--- src/logic/pcal_params.svh ---
`ifndef PCAL_PARAMS_SVH
`define PCAL_PARAMS_SVH

`define PCAL_ADDR_CALIB_STATUS      8'h00_DC
`define PCAL_ADDR_IRQ_ENABLES       8'h00_DD
`define PCAL_STATUS_DONE_BIT        0
`define PCAL_EN_AMB_SAT_BIT         7
`define PCAL_EN_PROX_SAT_BIT        6
`define PCAL_EN_PROX_THR_BIT        5
`define PCAL_EN_AMB_COL_BIT         4
`define PCAL_EN_CALIB_BIT           3
`define PCAL_EN_WRITABLE_MASK       8'h00_F8
`define PCAL_IRQ_ENABLES_RESET      8'h00_00
`define PCAL_CALIB_STATUS_RESET     8'h00_00
`define PCAL_TARGET_RESET           3'h2
`define PCAL_AVG_RESET              3'h0

`endif

--- src/logic/pcal_pkg.sv ---
`default_nettype none
package pcal_pkg;
	typedef enum logic [1:0] {
		PCAL_IDLE   = 2'b00,
		PCAL_SEARCH = 2'b01,
		PCAL_FINISH = 2'b10
	} pcal_state_t;

	typedef struct packed {
		pcal_state_t state;
		logic [7:0]  offset_magnitude;
		logic        offset_sign_holder;
		logic [7:0]  step;
		logic        settle;
		logic        calibration_done_flag;
		logic [7:0]  irq_enables;
		logic [7:0]  rdata;
		logic        irq_out;
		logic        done_pulse;
	} pcal_regs_t;

	typedef struct packed {
		logic [7:0]  count;
		logic [14:0] sum;
		logic [7:0]  result;
		logic        valid;
	} pcal_avg_regs_t;
endpackage
`default_nettype wire

--- src/logic/pcal_averager.sv ---
`include "pcal_params.svh"
`default_nettype none
module pcal_averager #(
	parameter int W = 8
) (
	input  wire logic         clk,
	input  wire logic         reset,
	input  wire logic [2:0]   proximity_average_count,
	input  wire logic         sample_valid,
	input  wire logic [W-1:0] sample,
	output logic              result_valid,
	output logic [W-1:0]      proximity_result
);
	pcal_pkg::pcal_avg_regs_t s_reg;
	pcal_pkg::pcal_avg_regs_t s_next;
	logic [14:0] acc;

	// 2^n samples summed, then shifted by n; n = 0 passes each sample
	always_comb
	begin
		s_next = s_reg;
		s_next.valid = 1'b0;
		acc = s_reg.sum + 15'(sample);
		if (sample_valid)
		begin
			if (s_reg.count == 8'((9'd1 << proximity_average_count) - 9'd1))
			begin
				s_next.result = 8'(acc >> proximity_average_count);
				s_next.valid = 1'b1;
				s_next.sum = '0;
				s_next.count = '0;
			end
			else
			begin
				s_next.sum = acc;
				s_next.count = s_reg.count + 8'h01;
			end
		end
	end

	always_ff @(posedge clk or posedge reset)
	begin
		if (reset)
			s_reg <= '0;
		else
			s_reg <= s_next;
	end

	assign result_valid = s_reg.valid;
	assign proximity_result = s_reg.result;
endmodule // pcal_averager
`default_nettype wire

--- src/logic/pcal_core.sv ---
`include "pcal_params.svh"
`default_nettype none
// Summary of operation
// - calibration drives no-object result toward target
// - nonzero target keeps baseline above zero
// - result is average of converter samples
// - done flag bit 0 sets; resets 0
// - done flag clears only on write one
// - enable bits 7,4,3 gate ALS, colour, calibration
// - bit 6 prox saturation; threshold enable; reserved low
// - target equals two-power code minus one; code 0 gives 1
// - averaging 0 off, n gives 2^n samples
// - result loads offset registers automatically
module pcal_core (
	input  wire logic       clk,
	input  wire logic       reset,
	input  wire logic       reg_write,
	input  wire logic       reg_read,
	input  wire logic [7:0] reg_addr,
	input  wire logic [7:0] reg_wdata,
	input  wire logic [2:0] baseline_target_code,
	input  wire logic [2:0] proximity_average_count,
	input  wire logic       calibration_start_bit,
	input  wire logic       sample_valid,
	input  wire logic [7:0] sample,
	input  wire logic       ambient_sat_flag,
	input  wire logic       proximity_sat_flag,
	input  wire logic       proximity_thr_flag,
	input  wire logic       ambient_colour_flag,
	output logic [7:0]      reg_rdata,
	output logic [7:0]      proximity_result,
	output logic            proximity_result_valid,
	output logic [7:0]      offset_magnitude,
	output logic            offset_sign_holder,
	output logic            calibration_done_pulse,
	output logic            irq_out
);
	pcal_pkg::pcal_regs_t r_reg;
	pcal_pkg::pcal_regs_t r_next;
	logic       avg_valid;
	logic [7:0] avg_result;
	logic [7:0] target;
	logic       wr_status;
	logic       wr_enables;
	logic       pending;

	pcal_averager #(
		.W(8)
	) u_avg (
		.clk                     (clk),
		.reset                   (reset),
		.proximity_average_count (proximity_average_count),
		.sample_valid            (sample_valid),
		.sample                  (sample),
		.result_valid            (avg_valid),
		.proximity_result        (avg_result)
	);

	////////////////////////////////////////////////////////////////////////
	// code 0 would give a zero target; forced to 1 so baseline stays above 0
	assign target = (baseline_target_code == 3'h0) ? 8'h01
		: 8'((9'd1 << baseline_target_code) - 9'd1);

	assign wr_status = reg_write && (reg_addr == `PCAL_ADDR_CALIB_STATUS);
	assign wr_enables = reg_write && (reg_addr == `PCAL_ADDR_IRQ_ENABLES);

	always_comb
	begin
		r_next = r_reg;
		r_next.done_pulse = 1'b0;
		pending = 1'b0;
		////////////////////////////////////////////////////////////////////
		// signed offset search: each averaged result moves the offset by a
		// halving step; a positive offset raises the result
		case (r_reg.state)
			pcal_pkg::PCAL_IDLE:
			begin
				if (calibration_start_bit)
				begin
					r_next.state = pcal_pkg::PCAL_SEARCH;
					r_next.offset_magnitude = 8'h00;
					r_next.offset_sign_holder = 1'b0;
					r_next.step = 8'h80;
				end
			end
			pcal_pkg::PCAL_SEARCH:
			begin
				if (avg_valid)
				begin
					if (avg_result == target || r_reg.step == 8'h00)
						r_next.state = pcal_pkg::PCAL_FINISH;
					else if ((avg_result > target) == r_reg.offset_sign_holder)
					begin
						r_next.offset_magnitude = r_reg.offset_magnitude + r_reg.step;
					end
					else if (r_reg.offset_magnitude >= r_reg.step)
						r_next.offset_magnitude = r_reg.offset_magnitude - r_reg.step;
					else
					begin
						r_next.offset_magnitude = r_reg.step - r_reg.offset_magnitude;
						r_next.offset_sign_holder = ~r_reg.offset_sign_holder;
					end
					r_next.step = {1'b0, r_reg.step[7:1]};
					// a zero result at step zero is not a fit: stay in search, offset magnitude plus one
					if (avg_result == 8'h00 && r_reg.step == 8'h00)
						r_next.state = pcal_pkg::PCAL_SEARCH;
				end
			end
			pcal_pkg::PCAL_FINISH:
			begin
				// offset already sits in the offset registers; no host load needed
				r_next.done_pulse = 1'b1;
				r_next.state = pcal_pkg::PCAL_IDLE;
			end
			default:
				r_next.state = pcal_pkg::PCAL_IDLE;
		endcase
		if (r_reg.state == pcal_pkg::PCAL_SEARCH && avg_valid && avg_result == 8'h00
			&& r_reg.step == 8'h00)
		begin
			r_next.offset_magnitude = r_reg.offset_magnitude + 8'h01;
		end

		////////////////////////////////////////////////////////////////////
		// set wins over a same-cycle write-one clear
		if (wr_status && reg_wdata[`PCAL_STATUS_DONE_BIT])
			r_next.calibration_done_flag = 1'b0;
		if (r_reg.state == pcal_pkg::PCAL_FINISH)
			r_next.calibration_done_flag = 1'b1;

		// reserved bits 2:0 stay zero
		if (wr_enables)
			r_next.irq_enables = reg_wdata & `PCAL_EN_WRITABLE_MASK;

		pending =
			(r_reg.irq_enables[`PCAL_EN_AMB_SAT_BIT] && ambient_sat_flag)
			|| (r_reg.irq_enables[`PCAL_EN_PROX_SAT_BIT] && proximity_sat_flag)
			|| (r_reg.irq_enables[`PCAL_EN_PROX_THR_BIT] && proximity_thr_flag)
			|| (r_reg.irq_enables[`PCAL_EN_AMB_COL_BIT] && ambient_colour_flag)
			|| (r_reg.irq_enables[`PCAL_EN_CALIB_BIT] && r_reg.calibration_done_flag);
		r_next.irq_out = pending;

		r_next.rdata = 8'h00;
		if (reg_read && reg_addr == `PCAL_ADDR_CALIB_STATUS)
			r_next.rdata = {7'h00, r_reg.calibration_done_flag};
		else if (reg_read && reg_addr == `PCAL_ADDR_IRQ_ENABLES)
			r_next.rdata = r_reg.irq_enables;
	end

	always_ff @(posedge clk or posedge reset)
	begin
		if (reset)
		begin
			r_reg <= '0;
			r_reg.state <= pcal_pkg::PCAL_IDLE;
		end
		else
			r_reg <= r_next;
	end

	logic [7:0] res_reg;
	logic       res_valid_reg;
	always_ff @(posedge clk or posedge reset)
	begin
		if (reset)
		begin
			res_reg <= 8'h00;
			res_valid_reg <= 1'b0;
		end
		else
		begin
			res_valid_reg <= avg_valid;
			if (avg_valid)
				res_reg <= avg_result;
		end
	end

	assign reg_rdata = r_reg.rdata;
	assign proximity_result = res_reg;
	assign proximity_result_valid = res_valid_reg;
	assign offset_magnitude = r_reg.offset_magnitude;
	assign offset_sign_holder = r_reg.offset_sign_holder;
	assign calibration_done_pulse = r_reg.done_pulse;
	assign irq_out = r_reg.irq_out;
endmodule // pcal_core
`default_nettype wire

--- config.mk ---
export PLATFORM = sky130hd
export DESIGN_NAME = pcal_core
export DESIGN_NICKNAME = d
export VERILOG_FILES = /design/src/logic/pcal_pkg.sv /design/src/logic/pcal_averager.sv /design/src/logic/pcal_core.sv
export VERILOG_INCLUDE_DIRS = /design/src /design/src/logic
export SDC_FILE = /design/constraint.sdc
export NUM_CORES = 1
export LEC_CHECK = 0
export BUFFER_PORTS_ARGS = -buffer_cell sky130_fd_sc_hd__buf_2
export CAP_MARGIN = 20
export CORE_UTILIZATION = 25
export CTS_CLUSTER_SIZE = 25
export DETAILED_ROUTE_END_ITERATION = 8
export PLACE_DENSITY = 0.48
export SYNTH_ARGS = -nofsm -noshare
export SYNTH_HDL_FRONTEND = slang
export SYNTH_SLANG_ARGS = --single-unit
--- constraint.sdc ---
create_clock -name clk -period 3.5 [get_ports clk]
set_input_delay 0.35 -clock clk [delete_from_list [all_inputs] [get_ports clk]]
set_output_delay 0.35 -clock clk [all_outputs]
set_load 0.05 [all_outputs]
==> flow_summary.yaml <==
min_path:
  min_path_type: "in -> async"
cts:
  htreeDepth: 3
  tritoncts: "built"
  cts_setup_buffers: 0
  cts_hold_buf: 0
  cts_buffers: 9
  cts_sinks: 74
  cts_buffer_depth: 2
  root_buffer: "clkbuf_16"
  clk-insertion-delay-late_ns: 0.34
  clkSlewWorstSetupHoldPaths_ns: 0.06
  ctsResizeCount: 0
layout:
  antenna_cells: 0
  post-route-util: 0.294
  finalNetCount: 783
  largest_reg_flops: 23
  stdcell_area_um2: 6630
  layout-drive-gt1-share: 0.201
  area_delta_synth_final_pct: 15.6
timing:
  rsz0062_at_grt: "no"
  finalClockSkew_ns: 0.0118
  finalSetupTns_ns: 0
  tightest_slew_ns: 0.767
  fmax_mhz: 327
  hold_violations: 0
  slew_headroom: 0.484
  finalCritPeriodShare: 0.875
  layout_min_cycle_time_ns: 3.06
  setup-violations-final: 0
  drv_slew: 0
  hold_slack_ns: 0.0974
synth:
  ys_seq_area_frac: 0.323
  synth_area_um2: 5740
  synth_area_leaders: "dfrtp_1, ha_1, mux2_2"
  synth_area_leader_cell: "dfrtp_1"
  synth_top_area_frac: 0.323
  ys_seq_elements: 74
  synth-main-ff-cell: "dfrtp_1"
  synth_edf_count: 0
  ys_types: 78
  syn_avg_cell_area_um2: 8.88
  yosys_warnings: 0
  synth-async-reset-ratio: 1.00
  synthCells: 646
route:
  drt-pass1-iter-count: 5
  vias: 4768
  finalWirelength_um: 14600
  drt_iter0_drc: 246
  route.detailed.drc: 0
  wl_per_cell_um: 14.7
  vias_per_cell: 4.83
  drtAntennaViolNets: 0
power_and_ir_drop:
  p_per_area_nw_per_um2: 792
  power_mw: 5.25
  ir_worst_vdd_mv: 0.323
  power_leakage_nw: 3.05
floorplanning:
  fp.dieH_um: 153
  die_x_um: 153
  start_util: 0.254
  core_area_um2: 22600
  ios: 68
  num_rows: 55
  die_area_um2: 23600
worst_setup_path:
  critPathRequiredTime_ns: 3.78
  crit_type: "reg -> reg"
  endpoint_kind: "flop"
  cp-start-kind: "flop"
  worst_ep_arrival_time_ns: 3.34
  worstPathMaxFanout: 8
grt:
  grt_antenna_before_repair: 1
  grt_max_degree: 42
  grt_pass1_vias: 4711
  grt-ovfl-total: 0
  grt_pass1_wl_um: 24400
  track_usage: 0.129
placement:
  gp_congestion: 0.855
  dpl_cell_area_um2: 6340
  dp_hpwl_um: 11300
  place.port_buffers: 63
run_status:
  status: "finished, final reports clean"
flow_run:
  maxCapViolations: 0
[metrics by stage]
stage               worst slack, ns  std cells
floorplan                     0.125        647
global placement              0.384        973
detailed placement            0.383        973
CTS                           0.430        988
global route                  0.237        988
finish                        0.439        988
[Yosys cell counts (3+ instances only)]
| cell | instances |
|---|---|
| xor2_1 | 7 |
| o21a_1 | 6 |
| o21bai_1 | 6 |
| buf_4 | 16 |
| nand4_1 | 8 |
| or3_1 | 5 |
| nor4_1 | 5 |
| o211ai_1 | 3 |
| mux4_2 | 5 |
| inv_1 | 37 |
| dfrtp_1 | 74 |
| mux2_2 | 20 |
| and2_1 | 8 |
| a31oi_1 | 6 |
| nand2b_1 | 10 |
| nand2_1 | 51 |
| a21oi_1 | 33 |
| clkbuf_1 | 21 |
| ha_1 | 40 |
| and3_1 | 9 |
| nand3_1 | 22 |
| o21ai_1 | 4 |
| mux2i_1 | 12 |
| nor2b_1 | 11 |
| a211o_1 | 5 |
| a211oi_1 | 14 |
| a311oi_1 | 3 |
| a22oi_1 | 3 |
| o41ai_1 | 3 |
| nor2_1 | 47 |
| nor3_1 | 10 |
| a21o_1 | 6 |
| buf_1 | 3 |
| o31ai_1 | 6 |
| nand3b_1 | 9 |
| o22ai_1 | 4 |
| xnor2_1 | 17 |
| fa_1 | 4 |
| o21ai_0 | 44 |
| a221o_1 | 3 |
[power by group]
part           leakage, nW  internal (mW)  switching, mW
combinational         1.93           1.23           1.74
sequential           0.975           1.08          0.254
clock                0.142          0.551          0.392
total                 3.05           2.86           2.39
[per-layer routing]
layer / vias up / track usage / share of wire
li1: 2432 / - / -
met3: 12 / 0.0284 / 0.028
met4: 2 / 0.0238 / 0.0073
met2: 61 / 0.223 / 0.50
met5: - / 0 / 0.00069
met1: 2261 / 0.165 / 0.47
[critical path, cell delays in order (launching register included)]
cell and delay, ns:
dfrtp_1 0.37, inv_1 0.10, ha_1 0.15, inv_1 0.06
fa_1 0.38, nand3_1 0.13, a31oi_1 0.13, a211o_1 0.42
mux2_4 0.35, a221o_1 0.35, o311ai_1 0.13, mux2i_1 0.28
o22a_1 0.16
[cells in the final DEF, fill, tap and decap left out, types with 6 or more instances in the layout]
cell / n
a31oi_1: 6
nor2b_1: 11
nand2b_1: 10
nand3b_1: 9
ha_1: 40
nand2_1: 51
mux2_2: 20
o21bai_1: 6
inv_1: 36
xnor2_1: 17
a21o_1: 6
and2_1: 8
nand4_1: 8
clkbuf_16: 9
dfrtp_1: 74
o21a_1: 6
buf_2: 63
nor2_1: 47
nor3_1: 10
o31ai_1: 6
nand3_1: 22
buf_4: 23
and3_1: 9
o21ai_0: 44
a211oi_1: 14
mux2i_1: 12
a21oi_1: 33
xor2_1: 7
[kinds of logic (layout without fill, tap and decap cells)]
| kind of cell | count (synthesis) | count (layout) | synth area share |
|---|---|---|---|
| flops | 74 | 74 | 0.323 |
| mux | 38 | 38 | 0.0825 |
| simple gates | 206 | 206 | 0.181 |
| fa+ha+maj | 44 | 44 | 0.101 |
| other cells | 2 | 3 | 0.00131 |
| compound gates | 175 | 175 | 0.206 |
| xor+xnor | 24 | 24 | 0.0366 |
| buf+inv | 83 | 139 | 0.0681 |
[layout make-up]
class / instances / area (um^2)
Fill cell: 2431 / 15900
Multi-Input combinational cell: 490 / 3500
Sequential cell: 74 / 1850
Timing Repair Buffer: 86 / 488
Tap cell: 285 / 357
Clock buffer: 9 / 225
Inverter: 38 / 144
Clock inverter: 6 / 65.1
[worst paths after layout]
| check | startpoint | endpoint | slack [ns] | cells after the start |
|---|---|---|---|---|
| worst max-delay path | offset_magnitude[0] | offset_magnitude[5] | 0.44 | 12 |
| worst min-delay path | reset | r_reg[15] | 0.1 | 2 |
| worst max register to register | offset_magnitude[0] | offset_magnitude[5] | 0.44 | 12 |
| worst min register to register | proximity_result[3] | proximity_result[3] | 0.50 | 1 |
| max in group asynchronous | reset | u_avg.proximity_result[5] | 2.65 | 3 |
| min in group clk | proximity_thr_flag | irq_out | 0.23 | 3 |
No activity file was read; power rests on OpenSTA's default activity.
